--- config.mk ---
export PLATFORM = sky130hd
export DESIGN_NAME = pcrgb_ctrl
export DESIGN_NICKNAME = d
export VERILOG_FILES = /design/src/pcrgb_ctrl.v /design/src/pcrgb_levels.v
export VERILOG_INCLUDE_DIRS = /design/src
export SDC_FILE = /design/constraint.sdc
export NUM_CORES = 1
export LEC_CHECK = 0
export CELL_PAD_IN_SITES_DETAIL_PLACEMENT = 0
export CELL_PAD_IN_SITES_GLOBAL_PLACEMENT = 2
export CORE_ASPECT_RATIO = 0.9
export CORE_UTILIZATION = 44
export CTS_BUF_LIST = sky130_fd_sc_hd__clkbuf_8
export CTS_CLUSTER_DIAMETER = 30
export DETAILED_ROUTE_END_ITERATION = 7
export DONT_BUFFER_PORTS = 1
export GPL_ROUTABILITY_DRIVEN = 0
export PLACE_DENSITY_LB_ADDON = 0.05
export SYNTH_ARGS = -nofsm -noshare
export SYNTH_HDL_FRONTEND = slang
export SYNTH_SLANG_ARGS = --single-unit
--- constraint.sdc ---
create_clock -name CLOCK -period 6.8 [get_ports CLOCK]
set_input_delay 1.36 -clock CLOCK [delete_from_list [all_inputs] [get_ports CLOCK]]
set_output_delay 1.36 -clock CLOCK [all_outputs]
set_load 0.005 [all_outputs]
--- src/pcrgb_regs.vh ---
// register map, field widths and timing constants of the pulse-count rgb pwm controller
// assumes a 250 MHz core clock; included by the design files by bare name
`ifndef PCRGB_REGS_VH
`define PCRGB_REGS_VH

`define PCRGB_ADDR_RED 5'h01
`define PCRGB_ADDR_GREEN 5'h02
`define PCRGB_ADDR_BLUE 5'h03
`define PCRGB_ADDR_INTENSITY 5'h04
`define PCRGB_ADDR_MODE 5'h05
`define PCRGB_ADDR_BASE 5'h10
`define PCRGB_DATA_MAX 5'h10
`define PCRGB_REG_RESET 4'h1
`define PCRGB_MODE_IMMEDIATE 4'h1
`define PCRGB_MODE_SYNC 4'h2
`define PCRGB_CLK_MHZ 250
`define PCRGB_ON_STEP_US 128
`define PCRGB_OFF_STEP_US 512
`define PCRGB_LATCH_US 500
`define PCRGB_OFF_US 500
`define PCRGB_ON_STEP_CYC (`PCRGB_ON_STEP_US * `PCRGB_CLK_MHZ)
`define PCRGB_OFF_STEP_CYC (`PCRGB_OFF_STEP_US * `PCRGB_CLK_MHZ)
`define PCRGB_LATCH_CYC (`PCRGB_LATCH_US * `PCRGB_CLK_MHZ)
`define PCRGB_OFF_CYC (`PCRGB_OFF_US * `PCRGB_CLK_MHZ)

`endif

--- src/pcrgb_ctrl.v ---
// top of the pulse-count rgb pwm controller: pin decoder, timeouts, pwm sequencer
// assumes the control pin is synchronous to CLOCK; gate outputs high = switch on
//
// Contract
// - separate 4-bit level register for red, green and blue
// - intensity register selects one of 16 global levels
// - count pin rising edges; latch count after pin high for latch timeout
// - counts 17 to 21 select addresses 1 to 5
// - counts 1 to 16 are data written to current address
// - repeated data bursts go to the same latched address
// - pin low beyond off timeout enters shutdown, outputs off
// - shutdown resets address and all data registers to 1
// - after disable, red is default target from first rising edge
// - color value 1 keeps channel off; higher values longer on-time
// - color on-time is (value minus one) times 128 us
// - off-time is (intensity minus one) times 512 us
// - intensity 1 brightest with no off-time, 16 dimmest
// - mode 1 applies data immediately on latch
// - mode 2 holds colors pending until intensity latches
// - three independent gate drive outputs for red, green, blue
`timescale 1ns/10ps
`default_nettype none
`include "pcrgb_regs.vh"

module pcrgb_ctrl #(
  // latch kept one cycle under the off timeout so a pause never reads as a sleep
  parameter integer LATCH_CYCLES = `PCRGB_LATCH_CYC - 1,
  parameter integer OFF_CYCLES = `PCRGB_OFF_CYC,
  parameter integer ON_STEP_CYCLES = `PCRGB_ON_STEP_CYC,
  parameter integer OFF_STEP_CYCLES = `PCRGB_OFF_STEP_CYC
) (
  // clock and reset
  input wire CLOCK,
  input wire RESET_N,
  // single-wire control pin
  input wire CTRL_PIN,
  // gate drives
  output reg RED_SWITCH_OUT,
  output reg GREEN_SWITCH_OUT,
  output reg BLUE_SWITCH_OUT,
  // status
  output reg ENABLED
);
  localparam [1:0] ST_RED = 2'h0;
  localparam [1:0] ST_GREEN = 2'h1;
  localparam [1:0] ST_BLUE = 2'h2;
  localparam [1:0] ST_DARK = 2'h3;

  // wide enough for the longest phase: 15 x 512 us at 250 MHz
  localparam integer TW = 24;

  reg pin_reg;
  reg active_reg;
  reg [4:0] edge_cnt_reg;
  reg [4:0] addr_reg;
  reg [TW-1:0] high_cnt_reg;
  reg [TW-1:0] low_cnt_reg;
  reg latched_reg;
  reg wr_en_reg;
  reg [3:0] wr_data_reg;
  reg clear_reg;
  reg [1:0] state_reg;
  reg [1:0] state_next;
  reg [TW-1:0] phase_cnt_reg;
  reg [TW-1:0] phase_len;
  reg [3:0] cyc_red_reg;
  reg [3:0] cyc_green_reg;
  reg [3:0] cyc_blue_reg;
  reg [3:0] cyc_inten_reg;

  wire [3:0] red_lvl;
  wire [3:0] green_lvl;
  wire [3:0] blue_lvl;
  wire [3:0] inten_lvl;
  wire [3:0] mode_lvl;

  wire rise = CTRL_PIN && !pin_reg;

  // scales (value - 1) by a step length; value 1 gives zero, stored 0 means 16 edges
  function [TW-1:0] span;
    input [3:0] value;
    input [TW-1:0] step;
    reg [3:0] steps;
    begin
      steps = value - 4'h1;
      span = steps * step;
    end
  endfunction

  // pin edge detect, timeouts and latching
  always @(posedge CLOCK or negedge RESET_N) begin
    if (!RESET_N) begin
      pin_reg <= 1'b0;
      active_reg <= 1'b0;
      edge_cnt_reg <= 5'h00;
      addr_reg <= `PCRGB_ADDR_RED;
      high_cnt_reg <= {TW{1'b0}};
      low_cnt_reg <= {TW{1'b0}};
      latched_reg <= 1'b1;
      wr_en_reg <= 1'b0;
      wr_data_reg <= 4'h0;
      clear_reg <= 1'b0;
    end else begin
      pin_reg <= CTRL_PIN;
      wr_en_reg <= 1'b0;
      clear_reg <= 1'b0;
      if (rise) begin
        // burst counter saturates; counts above 21 are ignored
        if (edge_cnt_reg != 5'h1f) edge_cnt_reg <= edge_cnt_reg + 5'h01;
        latched_reg <= 1'b0;
        active_reg <= 1'b1;
      end
      if (CTRL_PIN) begin
        low_cnt_reg <= {TW{1'b0}};
        if (high_cnt_reg != LATCH_CYCLES[TW-1:0]) begin
          high_cnt_reg <= high_cnt_reg + {{(TW-1){1'b0}}, 1'b1};
        end else if (!latched_reg) begin
          // host pause ends the burst; counts decoded here
          latched_reg <= 1'b1;
          edge_cnt_reg <= 5'h00;
          if (edge_cnt_reg > `PCRGB_DATA_MAX &&
              edge_cnt_reg <= `PCRGB_ADDR_BASE + `PCRGB_ADDR_MODE) begin
            addr_reg <= edge_cnt_reg - `PCRGB_ADDR_BASE;
          end else if (edge_cnt_reg != 5'h00 && edge_cnt_reg <= `PCRGB_DATA_MAX) begin
            // address is kept so further data bursts reuse it
            wr_en_reg <= 1'b1;
            // sixteen edges wrap to 0 in the 4-bit field; span reads it as level 16
            wr_data_reg <= edge_cnt_reg[3:0];
          end
        end
      end else begin
        high_cnt_reg <= {TW{1'b0}};
        if (low_cnt_reg != OFF_CYCLES[TW-1:0]) begin
          low_cnt_reg <= low_cnt_reg + {{(TW-1){1'b0}}, 1'b1};
        end else if (active_reg) begin
          active_reg <= 1'b0;
          clear_reg <= 1'b1;
          addr_reg <= `PCRGB_ADDR_RED;
          edge_cnt_reg <= 5'h00;
          latched_reg <= 1'b1;
        end
      end
    end
  end

  pcrgb_levels u_levels (
    .clk(CLOCK),
    .rst_n(RESET_N),
    .clear(clear_reg),
    .wr_en(wr_en_reg),
    .wr_addr(addr_reg),
    .wr_data(wr_data_reg),
    .red_reg(red_lvl),
    .green_reg(green_lvl),
    .blue_reg(blue_lvl),
    .inten_reg(inten_lvl),
    .mode_reg(mode_lvl)
  );

  // phase length for the current state
  always @* begin
    phase_len = {TW{1'b0}};
    case (state_reg)
      ST_RED: phase_len = span(cyc_red_reg, ON_STEP_CYCLES[TW-1:0]);
      ST_GREEN: phase_len = span(cyc_green_reg, ON_STEP_CYCLES[TW-1:0]);
      ST_BLUE: phase_len = span(cyc_blue_reg, ON_STEP_CYCLES[TW-1:0]);
      ST_DARK: phase_len = span(cyc_inten_reg, OFF_STEP_CYCLES[TW-1:0]);
      default: phase_len = {TW{1'b0}};
    endcase
  end

  always @* begin
    state_next = state_reg;
    if (phase_cnt_reg + {{(TW-1){1'b0}}, 1'b1} >= phase_len) begin
      state_next = state_reg + 2'h1;
    end
  end

  // sequencer: zero-length phases (value 1) pass in one cycle with gate off
  always @(posedge CLOCK or negedge RESET_N) begin
    if (!RESET_N) begin
      state_reg <= ST_DARK;
      phase_cnt_reg <= {TW{1'b0}};
      cyc_red_reg <= `PCRGB_REG_RESET;
      cyc_green_reg <= `PCRGB_REG_RESET;
      cyc_blue_reg <= `PCRGB_REG_RESET;
      cyc_inten_reg <= `PCRGB_REG_RESET;
      RED_SWITCH_OUT <= 1'b0;
      GREEN_SWITCH_OUT <= 1'b0;
      BLUE_SWITCH_OUT <= 1'b0;
      ENABLED <= 1'b0;
    end else begin
      ENABLED <= active_reg;
      if (!active_reg) begin
        state_reg <= ST_DARK;
        phase_cnt_reg <= {TW{1'b0}};
      end else if (state_next != state_reg) begin
        state_reg <= state_next;
        phase_cnt_reg <= {TW{1'b0}};
        if (state_reg == ST_DARK) begin
          // settings sampled only at the cycle boundary
          cyc_red_reg <= red_lvl;
          cyc_green_reg <= green_lvl;
          cyc_blue_reg <= blue_lvl;
          cyc_inten_reg <= inten_lvl;
        end
      end else begin
        phase_cnt_reg <= phase_cnt_reg + {{(TW-1){1'b0}}, 1'b1};
      end
      RED_SWITCH_OUT <= active_reg && state_reg == ST_RED && phase_len != 0;
      GREEN_SWITCH_OUT <= active_reg && state_reg == ST_GREEN && phase_len != 0;
      BLUE_SWITCH_OUT <= active_reg && state_reg == ST_BLUE && phase_len != 0;
    end
  end
endmodule // pcrgb_ctrl

`default_nettype wire

--- src/pcrgb_levels.v ---
// register bank: five 4-bit write-only settings plus pending color copies
// assumes writes arrive as one-cycle strobes from the pulse decoder
`timescale 1ns/10ps
`default_nettype none
`include "pcrgb_regs.vh"

module pcrgb_levels (
  // clock and reset
  input wire clk,
  input wire rst_n,
  // write side
  input wire clear,
  input wire wr_en,
  input wire [4:0] wr_addr,
  input wire [3:0] wr_data,
  // applied settings
  output reg [3:0] red_reg,
  output reg [3:0] green_reg,
  output reg [3:0] blue_reg,
  output reg [3:0] inten_reg,
  output reg [3:0] mode_reg
);
  reg [3:0] red_pend_reg;
  reg [3:0] green_pend_reg;
  reg [3:0] blue_pend_reg;
  wire sync_mode = (mode_reg == `PCRGB_MODE_SYNC);
  wire wr_int = wr_en && (wr_addr == `PCRGB_ADDR_INTENSITY);

  always @(posedge clk or negedge rst_n) begin
    if (!rst_n) begin
      red_reg <= `PCRGB_REG_RESET;
      green_reg <= `PCRGB_REG_RESET;
      blue_reg <= `PCRGB_REG_RESET;
      inten_reg <= `PCRGB_REG_RESET;
      mode_reg <= `PCRGB_REG_RESET;
      red_pend_reg <= `PCRGB_REG_RESET;
      green_pend_reg <= `PCRGB_REG_RESET;
      blue_pend_reg <= `PCRGB_REG_RESET;
    end else if (clear) begin
      red_reg <= `PCRGB_REG_RESET;
      green_reg <= `PCRGB_REG_RESET;
      blue_reg <= `PCRGB_REG_RESET;
      inten_reg <= `PCRGB_REG_RESET;
      mode_reg <= `PCRGB_REG_RESET;
      red_pend_reg <= `PCRGB_REG_RESET;
      green_pend_reg <= `PCRGB_REG_RESET;
      blue_pend_reg <= `PCRGB_REG_RESET;
    end else if (wr_en) begin
      case (wr_addr)
        `PCRGB_ADDR_RED: begin
          red_pend_reg <= wr_data;
          if (!sync_mode) red_reg <= wr_data;
        end
        `PCRGB_ADDR_GREEN: begin
          green_pend_reg <= wr_data;
          if (!sync_mode) green_reg <= wr_data;
        end
        `PCRGB_ADDR_BLUE: begin
          blue_pend_reg <= wr_data;
          if (!sync_mode) blue_reg <= wr_data;
        end
        `PCRGB_ADDR_INTENSITY: begin
          inten_reg <= wr_data;
        end
        `PCRGB_ADDR_MODE: begin
          mode_reg <= wr_data;
        end
        default: begin
        end
      endcase
      if (wr_int && sync_mode) begin
        red_reg <= red_pend_reg;
        green_reg <= green_pend_reg;
        blue_reg <= blue_pend_reg;
      end
    end
  end
endmodule // pcrgb_levels

`default_nettype wire

; ---- After elaboration in Yosys (flattened, before gate mapping)
; Cells that the tools add are included.
[totals]
regBits = 145
input_bits = 3
out_inout_bits = 4
elab_cells = 175
[op_classes]
addsub = 10
multipliers = 4
magnitude_cmp = 4
n_eq_ne = 20
mux = 69
bitwise_logic = 3
n_reduce_logical = 37
[ops]
columns = op, n
row1 = $mux W24, 6
row2 = $mux W4, 28
row3 = $pmux W24 S4, 1
row4 = $add A24 B1 Y24 const B, 3
row5 = $mux W5, 13
row6 = $ne A24 B17 Y1 const B, 2
row7 = $mul A4 B7 Y11 const B, 4
row8 = $ge A24 B24 Y1, 1
row9 = $reduce_bool A24 Y1, 1
row10 = $mux W1, 18
row11 = $reduce_bool A2 Y1, 8
row12 = $sub A4 B1 Y4 const B, 4
row13 = $reduce_and A3 Y1, 4
row14 = $logic_and A1 B1 Y1, 11
row15 = $eq A5 B2 Y1 const B, 2
row16 = $eq A5 B3 Y1 const B, 2
row17 = $le A5 B5 Y1 const B, 2
row18 = $reduce_and A2 Y1, 5
row19 = $reduce_and A5 Y1, 2
row20 = $reduce_bool A3 Y1, 3
row21 = $mux W2, 3
row22 = $ne A2 B1 Y1 const B, 3
row23 = $ne A2 B2 Y1 const B, 3
row24 = $add A5 B1 Y5 const B, 1
row25 = 14 further kinds, 17

; ---- Depth between registers and ports, before layout
[logic_depth]
ltp_word = 8
ltp_mapped = 23
ltp_nobuf = 22

; ---- By module
; A second synthesis with hierarchy kept.
[hier_totals]
cells_unflattened = 1042
hier_area_um2 = 10083.4
[modules_own_cells]
columns = module, n_inst, cells_each, area_each_um2, seq_area_each_um2
row1 = pcrgb_ctrl, 1, 880, 8478.1, 2837.7
row2 = pcrgb_levels, 1, 162, 1605.3, 810.8

; ---- Worst setup path before layout
; Ideal clock, no wire load.
[synth_timing]
path_type = register to register
from = reg cyc_green_reg[0]
to = reg cyc_blue_reg[3]
arrival_time_ns = 5.959
required_ns = 6.675
setup_slack_ns = 0.715
stages_incl_launch_ff = 24
synth_period_minus_slack_ns = 6.085
cell_sequence = dfstp_2 -> inv_1 -> ha_1 -> xor2_1 -> inv_1 -> fa_1 -> inv_1 -> fa_1 -> inv_1 -> ha_1 -> o21a_1 -> a2111o_1 -> a31oi_1 -> xnor2_1 -> a22oi_1 -> a22o_1 -> ha_1 -> and4_1 -> nand4_1 -> a2111oi_2 -> o41ai_4 -> a21oi_4 -> buf_12 -> mux2_4
[synth_between]
elab_chain_len = 7
[synth_lines]
columns = item, line_no
row1 = start: declaration, pcrgb_ctrl.v:67  ; reg [3:0] cyc_green_reg;
row2 = start signal: assignment, pcrgb_ctrl.v:185  ; cyc_green_reg <= `PCRGB_REG_RESET;
row3 = start signal: assignment, pcrgb_ctrl.v:203  ; cyc_green_reg <= green_lvl;
row4 = $sub A4 B1 Y4, pcrgb_ctrl.v:85  ; steps = value - 4'h1;
row5 = $mul A4 B7 Y11, pcrgb_ctrl.v:86  ; span = steps * step;
row6 = $pmux W24 S4, pcrgb_ctrl.v:163  ; case (state_reg)
row7 = $ge A24 B24 Y1, pcrgb_ctrl.v:174  ; if (phase_cnt_reg + {{(TW-1){1'b0}}, 1'b1} >= phase_len) begin
row8 = $mux W2, pcrgb_ctrl.v:174
row9 = $ne A2 B2 Y1, pcrgb_ctrl.v:197  ; end else if (state_next != state_reg) begin
row10 = $reduce_and A3 Y1 (no line), n/a
row11 = end signal: assignment, pcrgb_ctrl.v:186  ; cyc_blue_reg <= `PCRGB_REG_RESET;
row12 = end signal: assignment, pcrgb_ctrl.v:204  ; cyc_blue_reg <= blue_lvl;
row13 = end: declaration, pcrgb_ctrl.v:68  ; reg [3:0] cyc_blue_reg;
; Every way passes these cells. The select of a mux whose other input is x is not followed.
; A chain may end at the register's enable or synchronous reset.

; ---- Worst setup path after layout
[layout_timing]
from = reg cyc_green_reg[0]
to = reg cyc_inten_reg[2]
[layout_between]
elab_chain_len = 7
[layout_lines]
columns = item, line_no
row1 = $sub A4 B1 Y4, pcrgb_ctrl.v:85
row2 = $mul A4 B7 Y11, pcrgb_ctrl.v:86
row3 = $pmux W24 S4, pcrgb_ctrl.v:163
row4 = $ge A24 B24 Y1, pcrgb_ctrl.v:174
row5 = $mux W2, pcrgb_ctrl.v:174
row6 = $ne A2 B2 Y1, pcrgb_ctrl.v:197
row7 = $reduce_and A3 Y1 (no line), n/a
row8 = end signal: assignment, pcrgb_ctrl.v:187  ; cyc_inten_reg <= `PCRGB_REG_RESET;
row9 = end signal: assignment, pcrgb_ctrl.v:205  ; cyc_inten_reg <= inten_lvl;
row10 = end: declaration, pcrgb_ctrl.v:69  ; reg [3:0] cyc_inten_reg;
; Every way passes these cells. The select of a mux whose other input is x is not followed.

==> impl_metrics.json <==
{
  "outcome": "complete, no violations",
  "async_reset_ff_share_pct": 100,
  "setup_tns_ps": 0,
  "cts-root-buf": "clkbuf_8",
  "grt_usage_pct": 19.8,
  "layout_min_cycle_time_ps": 6420,
  "antenna_found_initial": 0,
  "post-dp-hpwl_um": 16100,
  "place.port_buffers": 0,
  "maxCapViolCount": 0,
  "synth-main-ff-cell": "dfrtp_1",
  "grt_overflow": 0,
  "finalSetupViolCount": 0,
  "fin_worst_skew_ps": 20.6,
  "hold_depth": 2,
  "grt_first_pass_wirelength_um": 37200,
  "fmax_ghz": 0.156,
  "ys_seq_elements": 145,
  "grt_pass1_vias": 7190,
  "synth_edf_count": 0,
  "row_count": 52,
  "drt_wl_total_um": 22000,
  "nets": 1154,
  "routed_via_density": 5.32,
  "min_from": "u_levels.blue_reg[2]",
  "endpoint_kind": "register",
  "yosysWarnings": 0,
  "core_area_um2": 22400,
  "grt_setup_unrepaired": "false",
  "syn_inst": 1028,
  "vias": 7155,
  "insertion_delay_ps": 460,
  "synthXorXnorAreaFrac_pct": 6.78,
  "numCtsBuffers": 17,
  "required_ps": 7130,
  "synth_mux_area_share_pct": 5.43,
  "final_antenna_net_count": 0,
  "clk_pin_slew_ps": 90,
  "finalHoldViolations": 0,
  "clockBufferDepth": 2,
  "drive_gt1_share_pct": 10.4,
  "r2r-start": "cyc_green_reg[0]",
  "avgRoutedWirePerCell_um": 16.3,
  "ys_top_cells_by_area": "dfrtp_1, ha_1, fa_1",
  "timing.rr.end": "cyc_inten_reg[2]",
  "synth_top_family_by_area": "simple AND/OR/NAND/NOR gates",
  "worst_pin_slew_ps": 937,
  "synth.most_common_cell": "dfrtp_1",
  "grt_max_degree": 146,
  "yosysTopAreaCell": "dfrtp_1",
  "critPathLaunchType": "register",
  "synth-adder-area-share_pct": 16.4,
  "critPathMaxFanout": 16,
  "final_max_slew_viol_count": 0,
  "antenna_cells": 0,
  "drt_iter0_markers": 366,
  "ios": 7,
  "timing.slew.headroom_pct": 37.1,
  "synth_cell_types": 78,
  "remaining_drc_errors": 0,
  "hold_class": "reg2reg",
  "reg2reg_depth": 24,
  "synthSimpleGateAreaFrac_pct": 19.5,
  "die_w_um": 162,
  "area_delta_synth_final_pct": 7.60,
  "crit_type": "reg2reg",
  "detail_route.first_pass.iterations": 5,
  "yosysSeqAreaShare_pct": 36.2,
  "syn_area_um2": 10100,
  "cts_tree": "yes",
  "h-tree-depth": 4,
  "critical_path_arrival_ps": 6750,
  "initial_core_util_pct": 44.9,
  "cts_sinks": 145,
  "rrSetupSlack_ps": 380,
  "synth-compound-area-share_pct": 11.0,
  "synth_top_area_share_pct": 32.0,
  "finalCritPeriodShare_pct": 94.4,
  "fp.dieArea_um2": 23500,
  "die_y_um": 146,
  "avgSynthCellArea_um2": 9.80,
  "whs_endpoint": "u_levels.blue_reg[2]",
  "synth_common_cells": "dfrtp_1, nor2_1, inv_1, ha_1, nand2_1"
}
-- critical path: stages, from the launching register on --
cell and delay [ps]:
dfstp_2 640, inv_1 130, ha_1 220, xor2_1 150, buf_4 160, inv_1 90, fa_1 590, inv_1 110
fa_1 540, inv_1 40, ha_1 340, o21a_1 210, a2111o_1 410, a31oi_1 200, xnor2_1 140, a22oi_1 130
a22o_1 270, ha_1 300, and4_1 210, nand4_1 150, a2111oi_4 370, o41ai_4 160, a21oi_4 140, buf_6 230
mux2_2 360
-- placed cells by master, fill, tap and decap left out, types with 5 or more instances in the layout --
master	instances
dfrtp_1	129
nor2_1	100
inv_1	93
ha_1	87
nand2_1	61
xor2_1	42
a21oi_1	42
xnor2_1	35
nor2b_1	32
mux2i_1	28
fa_1	28
nand3_1	27
o21ai_0	26
and2_1	19
nand2b_1	18
clkbuf_8	18
and3_1	17
nand4_1	16
dfstp_2	16
nor3_1	15
a211oi_1	14
mux2_2	13
and4_1	11
buf_4	9
a211o_1	8
mux2_4	8
nor4_1	7
nand3b_1	7
o31ai_1	7
o211ai_1	6
a21o_1	5
a22o_1	5
or3_1	5
-- worst max-delay path by stage --
stage	slack (ps)	from	cells after the start	to
finish	380	cyc_green_reg[0]	24	cyc_inten_reg[2]
global placement	430	cyc_green_reg[0]	24	cyc_green_reg[1]
CTS	290	cyc_green_reg[0]	24	cyc_green_reg[1]
global route	50	cyc_green_reg[0]	24	cyc_green_reg[1]
floorplan	720	cyc_green_reg[0]	23	cyc_blue_reg[3]
detailed placement	310	cyc_green_reg[0]	24	cyc_inten_reg[2]
-- logic make-up after synthesis --
group | Yosys count
adder cells (fa/ha/maj) | 115
multiplexers | 49
AND/OR/NAND/NOR | 368
other | 1
flip-flops | 145
XOR/XNOR | 78
AO/OA/AOI/OAI | 156
buffers and inverters | 116
-- final cells by class --
class	count	area, um^2
well taps	297	372
multi-input cells	769	6000
repair buffers	10	78.8
clock inverters	14	149
inverters	93	349
fillers	2193	11600
clock buffers	18	248
flip-flops and latches	145	3650
-- metal layers --
| layer | vias to the layer above | GRT usage, % | part of all wire, % |
|---|---|---|---|
| met5 | - | 0 | 0 |
| met4 | 0 | 5.85 | 1.7 |
| met3 | 21 | 3.13 | 2.8 |
| met2 | 91 | 30.8 | 46 |
| met1 | 3483 | 28.5 | 50 |
| li1 | 3560 | - | - |
-- per-stage QoR --
step / worst slack, ps / area [um^2] / std cells / hold slack [ps] / utilization [%]
6_report: 382 / 10800 / 1346 / 494 / 48.3
5_1_grt: 49.0 / 10800 / 1346 / 522 / 48.3
4_1_cts: 289 / 10800 / 1346 / 498 / 48.1
3_5_place_dp: 313 / 10400 / 1314 / 477 / 46.4
3_3_place_gp: 426 / 10400 / 1314 / 470 / 46.4
2_1_floorplan: 715 / 10100 / 1030 / 443 / -
-- what timing repair did --
item,4_1_cts,5_1_grt
hold buffers,0,0
buffers inserted,0,0
hold endpoints to repair,0,0
setup endpoints to repair,0,16
gates resized for setup,0,5
Power is not shown: default switching activity piles up to over one toggle a cycle in this logic, so the estimate is an artifact.
